File: src/hw/wff_cfg.svh
// offsets, field positions, reset values and counts for the wake frame filter
`ifndef WFF_CFG_SVH
`define WFF_CFG_SVH
`define WFF_NUM_FILT     4
`define WFF_TBL_WORDS    8
`define WFF_ADDR_W       6
`define WFF_WIDX_CTRL    4'h8
`define WFF_MASK_WORD0   0
`define WFF_CMD_WORD     4
`define WFF_OFFS_WORD    5
`define WFF_CRC_WORD0    6
`define WFF_RSV_MASK     32'h7FFF_FFFF
`define WFF_RSV_CMD      32'h0909_0909
`define WFF_RSV_OPEN     32'hFFFF_FFFF
`define WFF_CMD_EN       0
`define WFF_CMD_MCAST    3
`define WFF_CTL_PPEN     1
`define WFF_CTL_WFEN     2
`define WFF_CTL_PPRX     4
`define WFF_CTL_WFRX     5
`define WFF_CTL_IRQEN    8
`define WFF_CTL_PMEEN    9
`define WFF_CTL_RW_MASK  32'h0000_0306
`define WFF_CTL_RESET    32'h0000_0000
`define WFF_SYNC_BYTE    8'hFF
`define WFF_SYNC_LEN     3'h6
`define WFF_ADDR_LAST    3'h5
`define WFF_REPS         5'h10
`define WFF_HDR_LEN      11'h00C
`define WFF_DA_LEN       11'h006
`define WFF_WIN_LEN      11'h01F
`define WFF_IDX_MAX      11'h7FF
`define WFF_CRC_POLY     16'h8005
`define WFF_CRC_INIT     16'hFFFF
`define WFF_RESP_OKAY    2'h0
`define WFF_RESP_SLVERR  2'h2
`endif

File: src/hw/wff_pkg.sv
// shared types of the wake frame filter block
package wff_pkg;
   typedef logic [7:0]  wff_byte_t;   // one received byte
   typedef logic [10:0] wff_idx_t;    // byte position in frame
   typedef logic [47:0] wff_mac_t;    // station address
   // sync / repetition search states
   typedef enum logic [1:0] {
      WFF_HUNT = 2'b00,
      WFF_ADDR = 2'b01
   } wff_pd_state_t;
endpackage

File: src/hw/wff_rx_if.sv
// receive byte stream shared by the frame and pattern checkers
`timescale 1ns/1ps
interface wff_rx_if;
   import wff_pkg::*;
   logic      valid;   // byte strobe
   wff_byte_t data;    // byte value
   logic      sof;     // first byte of destination address
   logic      eof;     // last byte of frame
   wff_idx_t  idx;     // position of current byte
   logic      mcast;   // destination is group address
   logic      uc_ok;   // destination equals station address
   modport src (output valid, data, sof, eof, idx, mcast, uc_ok);
   modport snk (input  valid, data, sof, eof, idx, mcast, uc_ok);
endinterface

File: src/hw/wff_crc_filter.sv
// one wake-up frame filter: masked crc-16 over a 31 byte window
`timescale 1ns/1ps
`include "wff_cfg.svh"
module wff_crc_filter
   import wff_pkg::*;
#(
   parameter logic [15:0] POLY = `WFF_CRC_POLY,
   parameter logic [15:0] INIT = `WFF_CRC_INIT
) (
   input  wire logic  clk,
   input  wire logic  rst_n,
   wff_rx_if.snk      rx,
   input  wire logic [30:0] mask,
   input  wire logic [3:0]  cmd,
   input  wire logic [7:0]  offs,
   input  wire logic [15:0] crc_val,
   output logic              hit
);
   logic [15:0] crc_r;     // running crc
   logic [15:0] crc_cur;   // value before this byte
   logic [15:0] crc_nxt;   // value after this byte
   wff_idx_t    rel;       // position inside window
   logic        in_win;    // byte falls in window
   logic        take;      // byte feeds crc
   logic        type_ok;   // address type matches

   // serial crc, lsb first, one byte
   function automatic logic [15:0] crc_byte(input logic [15:0] c, input wff_byte_t d);
      logic [15:0] v;
      v = c;
      for (int b = 0; b < 8; b++) begin
         v = (v[15] ^ d[b]) ? ((v << 1) ^ POLY) : (v << 1);
      end
      return v;
   endfunction

   // window counted from first destination byte
   assign rel     = rx.idx - {3'h0, offs};
   assign in_win  = (rx.idx >= {3'h0, offs}) && (rel < `WFF_WIN_LEN);
   assign take    = rx.valid && in_win && mask[rel[4:0]];
   assign crc_cur = rx.sof ? INIT : crc_r;
   assign crc_nxt = take ? crc_byte(crc_cur, rx.data) : crc_cur;
   // group filters see only group frames, others only own unicast
   assign type_ok = cmd[`WFF_CMD_MCAST] ? rx.mcast : (!rx.mcast && rx.uc_ok);
   // compare at last byte; broadcast passes as group frame
   assign hit = rx.valid && rx.eof && cmd[`WFF_CMD_EN] && type_ok
                && (crc_nxt == crc_val);

   // crc accumulator
   always_ff @(posedge clk or negedge rst_n) begin
      if (!rst_n) begin
         crc_r <= `WFF_CRC_INIT;
      end else if (rx.valid) begin
         crc_r <= crc_nxt;
      end
   end
endmodule // wff_crc_filter

File: src/hw/wff_pattern_det.sv
// sync stream and sixteen station address copies search
`timescale 1ns/1ps
`include "wff_cfg.svh"
module wff_pattern_det
   import wff_pkg::*;
(
   input  wire logic      clk,
   input  wire logic      rst_n,
   wff_rx_if.snk          rx,
   input  wire wff_mac_t  sta,
   output logic           hit
);
   wff_pd_state_t state_r, state_nxt;    // search state
   logic [2:0]    ff_r, ff_nxt;          // sync bytes seen
   logic [2:0]    pos_r, pos_nxt;        // byte within address copy
   logic [4:0]    rep_r, rep_nxt;        // complete copies seen
   logic          found_r, found_nxt;    // pattern seen this frame
   wff_byte_t     exp_b;                 // expected address byte
   logic          is_ff;                 // byte is sync value

   assign exp_b = sta[{pos_r, 3'h0} +: 8];
   assign is_ff = (rx.data == `WFF_SYNC_BYTE);

   // next search state for each byte
   always_comb begin
      state_nxt = state_r;
      ff_nxt    = ff_r;
      pos_nxt   = pos_r;
      rep_nxt   = rep_r;
      found_nxt = rx.sof ? 1'b0 : found_r;
      if (rx.sof || rx.idx < `WFF_HDR_LEN) begin
         // skip addresses, fresh search per frame
         state_nxt = WFF_HUNT;
         ff_nxt    = 3'h0;
      end else begin
         case (state_r)
            WFF_HUNT: begin
               ff_nxt = is_ff ? ff_r + 3'h1 : 3'h0;
               if (is_ff && ff_r + 3'h1 == `WFF_SYNC_LEN) begin
                  state_nxt = WFF_ADDR;
                  pos_nxt   = 3'h0;
                  rep_nxt   = 5'h0;
               end
            end
            WFF_ADDR: begin
               if (rx.data == exp_b) begin
                  // copies must follow back to back
                  pos_nxt = (pos_r == `WFF_ADDR_LAST) ? 3'h0 : pos_r + 3'h1;
                  if (pos_r == `WFF_ADDR_LAST) begin
                     rep_nxt = rep_r + 5'h1;
                     if (rep_r + 5'h1 == `WFF_REPS) begin
                        found_nxt = 1'b1;
                        state_nxt = WFF_HUNT;
                        ff_nxt    = 3'h0;
                     end
                  end
               end else if (is_ff && pos_r == 3'h0 && rep_r == 5'h0) begin
                  state_nxt = WFF_ADDR;                     // longer sync run
               end else begin
                  // broken copy: restart, an ff may open new sync
                  state_nxt = WFF_HUNT;
                  ff_nxt    = is_ff ? 3'h1 : 3'h0;
               end
            end
            default: begin
               state_nxt = WFF_HUNT;
               ff_nxt    = 3'h0;
            end
         endcase
      end
   end

   // report at frame end only, so a bad tail cannot wake
   assign hit = rx.valid && rx.eof && found_nxt;

   // search registers
   always_ff @(posedge clk or negedge rst_n) begin
      if (!rst_n) begin
         state_r <= WFF_HUNT;
         ff_r    <= 3'h0;
         pos_r   <= 3'h0;
         rep_r   <= 5'h0;
         found_r <= 1'b0;
      end else if (rx.valid) begin
         state_r <= state_nxt;
         ff_r    <= ff_nxt;
         pos_r   <= pos_nxt;
         rep_r   <= rep_nxt;
         found_r <= found_nxt;
      end
   end
endmodule // wff_pattern_det

File: src/hw/wff_top.sv
// wake-up frame filters and pattern packet detector with axi4-lite registers
`timescale 1ns/1ps
`include "wff_cfg.svh"
// Functional notes
// - mask bit j selects byte offset+j
// - command bit 3 picks multicast or unicast
// - command bit 0 enables filter
// - offset counted from first destination byte
// - crc equal to programmed value wakes
// - pattern enable suspends normal reception
// - detection may raise interrupt or power event
// - pattern detection sets pattern received bit
// - clearing enable resumes normal reception
// - examine own unicast or broadcast frames
// - search six ff bytes after addresses
// - sync then sixteen address copies anywhere
// - multicast frames with copies also accepted
// - d1 state enables both detectors automatically
// - frame enable suspends reception, sets received
// - broadcast wake frame ignores broadcast disable
module wff_top
   import wff_pkg::*;
(
   input  wire logic                   CLK_SYS,
   input  wire logic                   RESET_N,
   input  wire logic [`WFF_ADDR_W-1:0] S_AXI_AWADDR,
   input  wire logic                   S_AXI_AWVALID,
   output logic                        S_AXI_AWREADY,
   input  wire logic [31:0]            S_AXI_WDATA,
   input  wire logic [3:0]             S_AXI_WSTRB,
   input  wire logic                   S_AXI_WVALID,
   output logic                        S_AXI_WREADY,
   output logic [1:0]                  S_AXI_BRESP,
   output logic                        S_AXI_BVALID,
   input  wire logic                   S_AXI_BREADY,
   input  wire logic [`WFF_ADDR_W-1:0] S_AXI_ARADDR,
   input  wire logic                   S_AXI_ARVALID,
   output logic                        S_AXI_ARREADY,
   output logic [31:0]                 S_AXI_RDATA,
   output logic [1:0]                  S_AXI_RRESP,
   output logic                        S_AXI_RVALID,
   input  wire logic                   S_AXI_RREADY,
   input  wire logic                   RX_VALID,
   input  wire wff_pkg::wff_byte_t     RX_DATA,
   input  wire logic                   RX_SOF,
   input  wire logic                   RX_EOF,
   input  wire wff_pkg::wff_mac_t      STATION_ADDR,
   input  wire logic                   POWER_D1,
   output logic                        RX_SUSPEND,
   output logic                        HOST_IRQ,
   output logic                        POWER_EVENT_OUTPUT
);
   import wff_pkg::*;

   // write channel holding
   logic        aw_hold_r;        // write address taken
   logic [3:0]  aw_widx_r;        // its word index
   logic        w_hold_r;         // write data taken
   logic [31:0] wdata_r;          // held data
   logic [3:0]  wstrb_r;          // held lanes
   logic        bvalid_r;         // write answer pending
   logic [1:0]  bresp_r;          // write answer code
   logic        do_wr;            // commit this cycle
   logic [31:0] lane_m;           // lanes as bit mask
   // read channel
   logic        rvalid_r;         // read answer pending
   logic [31:0] rdata_r;          // read data
   logic [1:0]  rresp_r;          // read answer code
   logic        rd_take;          // read address taken
   logic [3:0]  ar_widx;          // read word index
   logic [31:0] rd_mux;           // selected word
   logic        rd_map;           // read address mapped
   logic        wr_map;           // write address mapped
   logic        wr_ctrl;          // write hits control word

   // registers
   logic [31:0] tbl_r [`WFF_TBL_WORDS];   // filter table words
   logic [31:0] ctrl_r;                   // wake_control_status
   logic [31:0] ctrl_nxt;
   logic        irq_r;                    // interrupt level
   logic        pme_r;                    // power event level
   logic        susp_r;                   // reception suspended

   // frame tracking
   wff_idx_t    idx_r;            // next byte position
   wff_idx_t    idx_cur;          // position of this byte
   logic        mcast_r;          // group destination
   logic        uc_r;             // destination bytes match so far
   logic        uc_byte;          // this byte matches station byte

   // detection
   logic [`WFF_NUM_FILT-1:0] filt_hit;   // per filter match
   logic        pp_raw;           // pattern found in frame
   logic        pp_act;           // pattern mode active
   logic        wf_act;           // frame mode active
   logic        pp_hit;           // qualified pattern event
   logic        wf_hit;           // qualified frame event
   logic        pp_clr;           // software clears received
   logic        wf_clr;

   wff_rx_if rx_bus ();

   // axi4-lite slave
   assign S_AXI_AWREADY = !aw_hold_r && !bvalid_r;
   assign S_AXI_WREADY  = !w_hold_r && !bvalid_r;
   assign S_AXI_BVALID  = bvalid_r;
   assign S_AXI_BRESP   = bresp_r;
   assign S_AXI_ARREADY = !rvalid_r;
   assign S_AXI_RVALID  = rvalid_r;
   assign S_AXI_RDATA   = rdata_r;
   assign S_AXI_RRESP   = rresp_r;

   // commit once both halves are held, in either order
   assign do_wr   = aw_hold_r && w_hold_r && !bvalid_r;
   assign wr_map  = (aw_widx_r < `WFF_TBL_WORDS) || (aw_widx_r == `WFF_WIDX_CTRL);
   assign wr_ctrl = do_wr && (aw_widx_r == `WFF_WIDX_CTRL);
   assign lane_m  = {{8{wstrb_r[3]}}, {8{wstrb_r[2]}}, {8{wstrb_r[1]}}, {8{wstrb_r[0]}}};
   assign rd_take = S_AXI_ARVALID && !rvalid_r;
   assign ar_widx = S_AXI_ARADDR[`WFF_ADDR_W-1:2];
   assign rd_map  = (ar_widx < `WFF_TBL_WORDS) || (ar_widx == `WFF_WIDX_CTRL);
   assign rd_mux  = (ar_widx < `WFF_TBL_WORDS) ? tbl_r[ar_widx[2:0]] :
                    (ar_widx == `WFF_WIDX_CTRL) ? ctrl_r : 32'h0000_0000;

   // write address and data capture
   always_ff @(posedge CLK_SYS or negedge RESET_N) begin
      if (!RESET_N) begin
         aw_hold_r <= 1'b0;
         aw_widx_r <= 4'h0;
         w_hold_r  <= 1'b0;
         wdata_r   <= 32'h0000_0000;
         wstrb_r   <= 4'h0;
      end else begin
         if (S_AXI_AWVALID && S_AXI_AWREADY) begin
            aw_hold_r <= 1'b1;
            aw_widx_r <= S_AXI_AWADDR[`WFF_ADDR_W-1:2];
         end else if (do_wr) begin
            aw_hold_r <= 1'b0;
         end
         if (S_AXI_WVALID && S_AXI_WREADY) begin
            w_hold_r <= 1'b1;
            wdata_r  <= S_AXI_WDATA;
            wstrb_r  <= S_AXI_WSTRB;
         end else if (do_wr) begin
            w_hold_r <= 1'b0;
         end
      end
   end

   // write answer; unmapped words answer slverr and change nothing
   always_ff @(posedge CLK_SYS or negedge RESET_N) begin
      if (!RESET_N) begin
         bvalid_r <= 1'b0;
         bresp_r  <= `WFF_RESP_OKAY;
      end else if (do_wr) begin
         bvalid_r <= 1'b1;
         bresp_r  <= wr_map ? `WFF_RESP_OKAY : `WFF_RESP_SLVERR;
      end else if (S_AXI_BREADY) begin
         bvalid_r <= 1'b0;
      end
   end

   // read answer one cycle after the address is taken
   always_ff @(posedge CLK_SYS or negedge RESET_N) begin
      if (!RESET_N) begin
         rvalid_r <= 1'b0;
         rdata_r  <= 32'h0000_0000;
         rresp_r  <= `WFF_RESP_OKAY;
      end else if (rd_take) begin
         rvalid_r <= 1'b1;
         rdata_r  <= rd_mux;
         rresp_r  <= rd_map ? `WFF_RESP_OKAY : `WFF_RESP_SLVERR;
      end else if (S_AXI_RREADY) begin
         rvalid_r <= 1'b0;
      end
   end

   // filter table: eight words, reserved bits kept at zero
   generate
      for (genvar w = 0; w < `WFF_TBL_WORDS; w++) begin : g_tbl
         // mask bit 31 and command bits 2:1 never store
         localparam logic [31:0] KEEP = (w < `WFF_CMD_WORD)  ? `WFF_RSV_MASK :
                                        (w == `WFF_CMD_WORD) ? `WFF_RSV_CMD  :
                                                               `WFF_RSV_OPEN;
         always_ff @(posedge CLK_SYS or negedge RESET_N) begin
            if (!RESET_N) begin
               tbl_r[w] <= 32'h0000_0000;
            end else if (do_wr && aw_widx_r == 4'(w)) begin
               // offset below twelve is software's fault, stored as given
               tbl_r[w] <= ((tbl_r[w] & ~lane_m) | (wdata_r & lane_m)) & KEEP;
            end
         end
      end
   endgenerate

   // frame tracking on the receive byte stream
   assign idx_cur = RX_SOF ? 11'h000 : idx_r;   // byte zero is first da byte
   assign uc_byte = (idx_cur < `WFF_DA_LEN) &&
                    (RX_DATA == STATION_ADDR[{idx_cur[2:0], 3'h0} +: 8]);

   // position counter and destination classification
   always_ff @(posedge CLK_SYS or negedge RESET_N) begin
      if (!RESET_N) begin
         idx_r   <= 11'h000;
         mcast_r <= 1'b0;
         uc_r    <= 1'b0;
      end else if (RX_VALID) begin
         idx_r <= (idx_cur == `WFF_IDX_MAX) ? idx_cur : idx_cur + 11'h001;
         if (RX_SOF) begin
            mcast_r <= RX_DATA[0];
            uc_r    <= uc_byte;
         end else if (idx_cur < `WFF_DA_LEN) begin
            uc_r <= uc_r && uc_byte;
         end
      end
   end

   assign rx_bus.valid = RX_VALID;
   assign rx_bus.data  = RX_DATA;
   assign rx_bus.sof   = RX_SOF;
   assign rx_bus.eof   = RX_EOF;
   assign rx_bus.idx   = idx_cur;
   assign rx_bus.mcast = mcast_r;
   assign rx_bus.uc_ok = uc_r && (idx_r >= `WFF_DA_LEN);

   // four crc filters
   generate
      for (genvar f = 0; f < `WFF_NUM_FILT; f++) begin : g_filt
         wff_crc_filter u_filt (
            .clk     (CLK_SYS),
            .rst_n   (RESET_N),
            .rx      (rx_bus.snk),
            .mask    (tbl_r[`WFF_MASK_WORD0 + f][30:0]),
            .cmd     (tbl_r[`WFF_CMD_WORD][8*f +: 4]),
            .offs    (tbl_r[`WFF_OFFS_WORD][8*f +: 8]),
            .crc_val (tbl_r[`WFF_CRC_WORD0 + f/2][16*(f%2) +: 16]),
            .hit     (filt_hit[f])
         );
      end
   endgenerate

   // pattern packet search
   wff_pattern_det u_pat (
      .clk   (CLK_SYS),
      .rst_n (RESET_N),
      .rx    (rx_bus.snk),
      .sta   (STATION_ADDR),
      .hit   (pp_raw)
   );

   // mode and event qualification
   // d1 forces both detectors on regardless of the enable bits
   assign pp_act = ctrl_r[`WFF_CTL_PPEN] || POWER_D1;
   assign wf_act = ctrl_r[`WFF_CTL_WFEN] || POWER_D1;
   // own unicast, broadcast, or any group address
   assign pp_hit = pp_act && pp_raw && (mcast_r || rx_bus.uc_ok);
   assign wf_hit = wf_act && (|filt_hit);
   assign pp_clr = wr_ctrl && wdata_r[`WFF_CTL_PPRX] && wstrb_r[0];
   assign wf_clr = wr_ctrl && wdata_r[`WFF_CTL_WFRX] && wstrb_r[0];

   // control/status next value: rw bits by lane, received bits sticky
   always_comb begin
      ctrl_nxt = ctrl_r;
      if (wr_ctrl) begin
         ctrl_nxt = (ctrl_r & ~(lane_m & `WFF_CTL_RW_MASK)) |
                    (wdata_r & lane_m & `WFF_CTL_RW_MASK);
      end
      // write-one clears, a new detection in the same cycle wins
      ctrl_nxt[`WFF_CTL_PPRX] = pp_hit || (ctrl_r[`WFF_CTL_PPRX] && !pp_clr);
      ctrl_nxt[`WFF_CTL_WFRX] = wf_hit || (ctrl_r[`WFF_CTL_WFRX] && !wf_clr);
   end

   // status register and notification outputs
   always_ff @(posedge CLK_SYS or negedge RESET_N) begin
      if (!RESET_N) begin
         ctrl_r <= `WFF_CTL_RESET;
         irq_r  <= 1'b0;
         pme_r  <= 1'b0;
         susp_r <= 1'b0;
      end else begin
         ctrl_r <= ctrl_nxt;
         // level outputs follow the sticky bits until software clears
         irq_r  <= ctrl_nxt[`WFF_CTL_IRQEN] &&
                   (ctrl_nxt[`WFF_CTL_PPRX] || ctrl_nxt[`WFF_CTL_WFRX]);
         pme_r  <= ctrl_nxt[`WFF_CTL_PMEEN] &&
                   (ctrl_nxt[`WFF_CTL_PPRX] || ctrl_nxt[`WFF_CTL_WFRX]);
         // normal path stays off while any detector runs
         susp_r <= ctrl_nxt[`WFF_CTL_PPEN] || ctrl_nxt[`WFF_CTL_WFEN] || POWER_D1;
      end
   end

   assign HOST_IRQ           = irq_r;
   assign POWER_EVENT_OUTPUT = pme_r;
   assign RX_SUSPEND         = susp_r;
endmodule // wff_top

File: config.mk
export PLATFORM = sky130hd
export DESIGN_NAME = wff_top
export DESIGN_NICKNAME = d
export VERILOG_FILES = /design/src/hw/wff_pkg.sv /design/src/hw/wff_rx_if.sv /design/src/hw/wff_crc_filter.sv /design/src/hw/wff_pattern_det.sv /design/src/hw/wff_top.sv
export VERILOG_INCLUDE_DIRS = /design/src /design/src/hw
export SDC_FILE = /design/constraint.sdc
export NUM_CORES = 1
export LEC_CHECK = 0
export ABC_AREA = 1
export BUFFER_PORTS_ARGS = -buffer_cell sky130_fd_sc_hd__buf_2
export CORE_MARGIN = 1
export CORE_UTILIZATION = 45
export CTS_CLUSTER_DIAMETER = 200
export DETAILED_ROUTE_END_ITERATION = 8
export GPL_ROUTABILITY_DRIVEN = 0
export SLEW_MARGIN = 10
export SYNTH_ARGS = -nofsm -noshare
export SYNTH_HDL_FRONTEND = slang
export SYNTH_SLANG_ARGS = --single-unit
File: constraint.sdc
create_clock -name CLK_SYS -period 5.6 [get_ports CLK_SYS]
set_clock_uncertainty 0.1 [all_clocks]
set_input_delay 0.84 -clock CLK_SYS [delete_from_list [all_inputs] [get_ports CLK_SYS]]
set_output_delay 0.84 -clock CLK_SYS [all_outputs]
set_load 0.02 [all_outputs]
======== Yosys cells after proc, flatten, opt, wreduce, memory -nomap -nowiden ========
Cells that the tools add are included.
operators by class
  shift-type cells ........................ 2
  $add $sub $neg .......................... 8
  $lt $le $gt $ge ......................... 18
  muxes and demuxes ....................... 100
  reduce and logical (&&, ||, !) cells .... 95
  bitwise gates (word level) .............. 87
  equal/unequal tests ..................... 28
operators with widths
  operator                                                     number
  two-way mux 16 bit                                           40
  AND 32 bit                                                   5
  two-way mux 32 bit                                           4
  AND 31 bit                                                   4
  OR 31 bit                                                    4
  binary-select mux 32 bit (select 3 bit)                      1
  NOT 3 bit                                                    32
  OR 32 bit                                                    3
  indexed part select 48 x 7 -> 8 bit                          2
  == test 16 bit                                               4
  logical AND 1 bit                                            60
  greater-or-equal comparator 11 x 8 -> 1 bit                  4
  less-than comparator 11 x 5 -> 1 bit, second input constant  4
  subtractor 11 x 8 -> 11 bit                                  4
  NOT 10 -> 32 bit                                             1
  NOT 32 bit                                                   1
  OR 32 x 10 -> 32 bit                                         1
  bitwise XOR 1 bit                                            32
  AND 28 bit                                                   1
  OR 28 bit                                                    1
  two-way mux 3 bit                                            9
  two-way mux 1 bit                                            25
  less-than comparator 5 x 6 -> 1 bit, second input constant   4
  two-way mux 11 bit                                           2
  43 further kinds                                             90
storage, ports and cells
  register bits after elaboration ......... 434
  word-level logic and storage cells ...... 373
  input bits .............................. 115

======== Depth between registers and ports, before layout ========
  depth after elaboration ................. 25
  gate-level depth with buffers ........... 35
  depth with buffers taken out ............ 30

======== Hierarchy ========
Synthesis repeated with hierarchy kept, for this count alone.
unflattened totals
  cells, all modules ...................... 3894
  area total of the unflattened synthesis .. 26492.9 µm²
by module, submodules not included
  module                                 instances  cells each  sequential area each (µm²)  area an instance (µm²)
  wff_top                                1          1716        8207.9                      14570.2
  wff_crc_filter (g_filt[1].u_filt ...)  3          462         420.4                       2558.7
  wff_crc_filter (g_filt[0].u_filt)      1          495         420.4                       2641.3
  wff_pattern_det                        1          297         325.3                       1605.3

======== Least setup slack after synthesis ========
Ideal clock, no wire load.
  kind .................................... input to register
  from .................................... input RX_SOF
  to ...................................... register irq_r (netlist: HOST_IRQ)
  cell stages on the path ................. 32
  data required time ...................... 5387 ps
  arrival time ............................ 4960 ps
  buffers on the path ..................... 7
  setup time .............................. 113 ps
  slack ................................... 427 ps
  cell sequence ........................... buf_6 -> buf_2 -> buf_1 -> buf_2 -> nor2_1 -> clkinv_1 -> clkbuf_1 -> ha_1 -> fa_1 -> clkbuf_1 -> inv_1 -> nand3_1 -> nand2_1 -> nand2_1 -> nand3_1 -> nand3_1 -> nand3_1 -> nor3_2 -> nand2_1 -> buf_2 -> nand2_1 -> nand3_1 -> nand2_1 -> nor2_1 -> nand2_1 -> nor2_1 -> nand3_1 -> nand2_1 -> o21ai_2 -> nand3_2 -> nand2_1 -> inv_1
between the ends
  longest elaborated chain between the ends .. 25
  elaborated cells between the ends (all ways) .. 162
  those cells by class .................... 4 x add/sub; 9 x order compare; 4 x eq/ne; 55 x mux; 64 x bitwise; 26 x reduce/logical
ends and longest elaborated chain
  item                                            line                  RTL
  start, declared                                 wff_top.sv:45         input wire logic RX_SOF,
  two-way mux 16 bit                              wff_crc_filter.sv:41  assign crc_cur = rx.sof ? INIT : crc_r;
  bitwise XOR 1 bit or NOT 3 bit (tied branches)  -
  two-way mux 16 bit                              wff_crc_filter.sv:32  v = (v[15] ^ d[b]) ? ((v << 1) ^ POLY) : (v << 1);
  bitwise XOR 1 bit                               wff_crc_filter.sv:32
  two-way mux 16 bit                              wff_crc_filter.sv:32
  bitwise XOR 1 bit                               wff_crc_filter.sv:32
  two-way mux 16 bit                              wff_crc_filter.sv:32
  bitwise XOR 1 bit                               wff_crc_filter.sv:32
  (+9 left out)                                   -
  two-way mux 16 bit                              wff_crc_filter.sv:42  assign crc_nxt = take ? crc_byte(crc_cur, rx.data) : crc_cur;
  == test 16 bit                                  wff_crc_filter.sv:47  && (crc_nxt == crc_val);
  logical AND 1 bit                               wff_crc_filter.sv:46  assign hit = rx.valid && rx.eof && cmd[`WFF_CMD_EN] && type_ok
  OR reduction 4 bit                              wff_top.sv:256        assign wf_hit = wf_act && (|filt_hit);
  logical AND 1 bit                               wff_top.sv:256
  logical OR 1 bit                                wff_top.sv:269        ctrl_nxt[`WFF_CTL_WFRX] = wf_hit || (ctrl_r[`WFF_CTL_WFRX] && !wf_clr);
  logical OR 1 bit (*)                            wff_top.sv:283        (ctrl_nxt[`WFF_CTL_PPRX] || ctrl_nxt[`WFF_CTL_WFRX]);
  logical AND 1 bit (*)                           wff_top.sv:282        irq_r <= ctrl_nxt[`WFF_CTL_IRQEN] &&
  end signal, assigned                            wff_top.sv:282
  end, declared                                   wff_top.sv:80         logic irq_r;
Every way passes the cells marked *; elsewhere a longest branch is shown, timed or not. The select of a mux whose other input is x is not followed.
A chain may end at the register's enable or synchronous reset.

======== Worst setup path in the final report ========
  from .................................... register idx_r[0]
  to ...................................... register irq_r (netlist: HOST_IRQ)
between the ends
  longest elaborated chain between the ends .. 14
  elaborated cells between the ends (all ways) .. 69
  those cells by class .................... 4 x add/sub; 10 x order compare; 4 x eq/ne; 18 x mux; 33 x reduce/logical
ends and longest elaborated chain
  item                                                   line                  RTL
  start, declared                                        wff_top.sv:85         wff_idx_t idx_r;
  start signal, assigned                                 wff_top.sv:207        idx_r <= (idx_cur == `WFF_IDX_MAX) ? idx_cur : idx_cur + 11'h001;
  two-way mux 11 bit                                     wff_top.sv:196        assign idx_cur = RX_SOF ? 11'h000 : idx_r;
  subtractor 11 x 8 -> 11 bit                            wff_crc_filter.sv:38  assign rel = rx.idx - {3'h0, offs};
  less-than comparator 11 x 5 -> 1 bit (no source line)  -
  logical AND 1 bit                                      wff_crc_filter.sv:39  assign in_win = (rx.idx >= {3'h0, offs}) && (rel < `WFF_WIN_LEN);
  logical AND 1 bit (2 in series)                        wff_crc_filter.sv:40  assign take = rx.valid && in_win && mask[rel[4:0]];
  two-way mux 16 bit                                     wff_crc_filter.sv:42
  == test 16 bit                                         wff_crc_filter.sv:47
  logical AND 1 bit                                      wff_crc_filter.sv:46
  OR reduction 4 bit                                     wff_top.sv:256
  logical AND 1 bit                                      wff_top.sv:256
  logical OR 1 bit                                       wff_top.sv:269
  logical OR 1 bit (*)                                   wff_top.sv:283
  logical AND 1 bit (*)                                  wff_top.sv:282
Marked as above.

==> summary.md <==
Timing
* **ratio of final minimum period to clock period** 0.928
* **Max Fclk** 0.192 GHz
* **Worst Hold Slack** 0.190 ns
* **setup repair after global routing missed its margin** false
* **count of endpoints failing setup in the final report** 0
* **max_slew headroom** 0.296
* **pin slew with the least headroom to its limit** 1.05 ns
* **hold violation total from the final report** 0
* **setup TNS** 0 ns
* **Pins Over Slew Limit** 0
* **Period minus WS final** 5.20 ns

Global route
* **initial antenna violation count** 2
* **residual overflow from global routing** 0
* **number of global-route vias before repair** 23100
* **largest net degree at the start of global routing** 122
* **global routing usage summed across all routing layers** 0.312
* **wire length of the first global-routing pass** 137000 µm

Route
* **Avg WL per Cell** 19.5 µm
* **first drt pass iteration count** 6
* **post-DR vias/cell** 5.47
* **DRT iter0 DRCs** 2441
* **detailed-route wire length** 89700 µm
* **number of remaining DRC errors** 0
* **total number of vias** 25200
* **Final ANT Viol Nets** 0

Floorplan
* **initial standard-cell utilization of the core** 0.455
* **Total Die Area** 0.0579 mm²
* **number of core rows** 87
* **Boundary Pins** 159
* **Chip Width** 241 µm
* **Placeable Area** 0.0564 mm²
* **die extent in y** 241 µm

Critical path
* **largest stage delay on the critical path** 0.70 ns
* **dominant cell type by count on the critical path** nand2_1
* **kind of critical path** register to register
* **WP data arrival** 5.65 ns
* **Startpoint Class** register
* **element type at the critical path end** register
* **slowest library cell on the worst path** fa_2
* **highest fanout seen on the critical path** 14
* **CP Data Required Time** 6.05 ns

Final layout
* **post-route cell area** 0.0287 mm²
* **most frequent cells in the layout** 1150 x nand2_1, 427 x o21ai_0, 341 x dfrtp_1, 330 x inv_1
* **P&R area growth vs syn** 12.0%
* **layout net count** 3957
* **fraction of final layout cells with drive strength greater than 1** 0.104
* **leading cell type in the layout, fill and taps excluded** nand2_1
* **# diodes** 0

Clock network
* **TritonCTS clock tree** done
* **number of levels the H-tree was split into** 2
* **buffer count from post-CTS setup fixing** 0
* **clock-pin slew of the registers on the worst-case setup and hold paths** 0.06 ns
* **post-cts resize count** 0
* **hold buffer count at CTS** 0
* **clock net sink count** 405
* **root buffer cell** clkbuf_16
* **Max Root-Sink Buffers** 3
* **number of buffers added by the clock tree synthesis step** 47
* **Clk Latency, worst-skew pair** 0.62 ns

Run status
* **result of the run** completed

Synth
* **number of cells produced by synthesis** 3713
* **synthesized area** 0.0256 mm²
* **Post-Syn Area per Cell** 6.91 µm²
* **Async S/R FF share, synth** 1.00
* **register bit count reported by yosys** 405
* **commonest register cell after synthesis** dfrtp_1
* **number of flops mapped to enable cells by yosys** 0
* **share of the yosys chip area belonging to registers** 0.398
* **Yosys warnings** 0
* **number of library cell types mapped by synthesis** 59

Power
* **Leakage Power** 14.0 nW
* **Power per Cell Area** 499 mW/mm²
* **worst IR drop on VDD** 413 µV

Run
* **reported max-cap violation count** 0

Placement
* **dpl cell area** 0.0271 mm²
* **sum of net half-perimeters after detailed placement** 66300 µm
* **number of port buffers** 152

Hold path
* **Hold/Removal Path Class** input port to asynchronous set/reset pin

layer usage:
metal | GRT usage | vias up | part of all wire
li1 | - | 12400 | -
met1 | 0.429 | 11700 | 0.44
met2 | 0.496 | 890 | 0.45
met3 | 0.0490 | 168 | 0.074
met4 | 0.111 | 2 | 0.036
met5 | 0 | - | 0.000089
kinds of logic (layout without fill, tap and decap cells):
group,count (synthesis),in the layout,synth area share
muxes,5,5,0.00220
AOI/OAI and AO/OA,716,716,0.152
DFF,405,405,0.398
other,1,2,0.000146
xor gates and xnor gates,89,89,0.0304
and+or+nand+nor,1948,1948,0.319
buffers and inverters,512,641,0.0788
adders and majority gates,37,37,0.0192
worst paths after layout:
check,start,endpoint,slack [ns],cells past startpoint
max,idx_r[0]$_DFFE_PN0P_,HOST_IRQ$_DFF_PN0_,0.40,30
min,RESET_N,ctrl_r[2]$_DFF_PN0_,0.19,1
max reg2reg,idx_r[0]$_DFFE_PN0P_,HOST_IRQ$_DFF_PN0_,0.40,30
min reg2reg,register,register,0.38,2
max in group asynchronous,RESET_N,asynchronous set/reset pin,3.97,2
min in group CLK_SYS,S_AXI_BREADY,S_AXI_BVALID$_DFFE_PN0P_,0.30,2
layout make-up:
type | count | area [µm²]
Clock buffer | 73 | 1430
Clock inverter | 14 | 169
Fill cell | 5800 | 27700
Inverter | 345 | 1300
Multi-Input combinational cell | 2797 | 13400
Sequential cell | 405 | 10200
Tap cell | 756 | 946
Timing Repair Buffer | 209 | 1240
synthesized netlist by cell type (all sizes together), types with 49 or more instances:
| cell type | count | share of area |
|---|---|---|
| nand2 | 1157 | 0.17 |
| o21ai | 429 | 0.084 |
| dfrtp | 341 | 0.33 |
| nor2 | 340 | 0.052 |
| inv | 337 | 0.049 |
| nand3 | 333 | 0.067 |
| a21oi | 151 | 0.030 |
| clkbuf | 116 | 0.017 |
| xor2 | 76 | 0.026 |
| dfstp | 64 | 0.066 |
| buf | 51 | 0.011 |
| nand3b | 49 | 0.014 |
worst max-delay path, delay by kind of cell, from the launching register on:
family          cells  cell delay (ns)
compound gates      3             0.35
flops               1             0.56
buf+inv             7             1.18
fa+ha+maj           2             1.06
simple gates       18             1.87
stage by stage:
stage | cells | setup WS, ns | power [mW] | util
3_5_place_dp | 4512 | 0.0247 | 11.1 | 0.481
6_report | 4599 | 0.402 | 14.3 | 0.509
2_1_floorplan | 3714 | 0.427 | 8.80 | -
4_1_cts | 4599 | 0.277 | 14.3 | 0.509
3_3_place_gp | 4512 | 0.0901 | 11.0 | 0.481
5_1_grt | 4599 | 0.0553 | 15.4 | 0.509
power breakdown:
part           switching, mW  leakage (nW)  internal [mW]
registers              0.902          5.15           3.94
logic                   4.34          8.10           1.99
clock network           1.32         0.780           1.85
(Power assumes the default switching activity.)
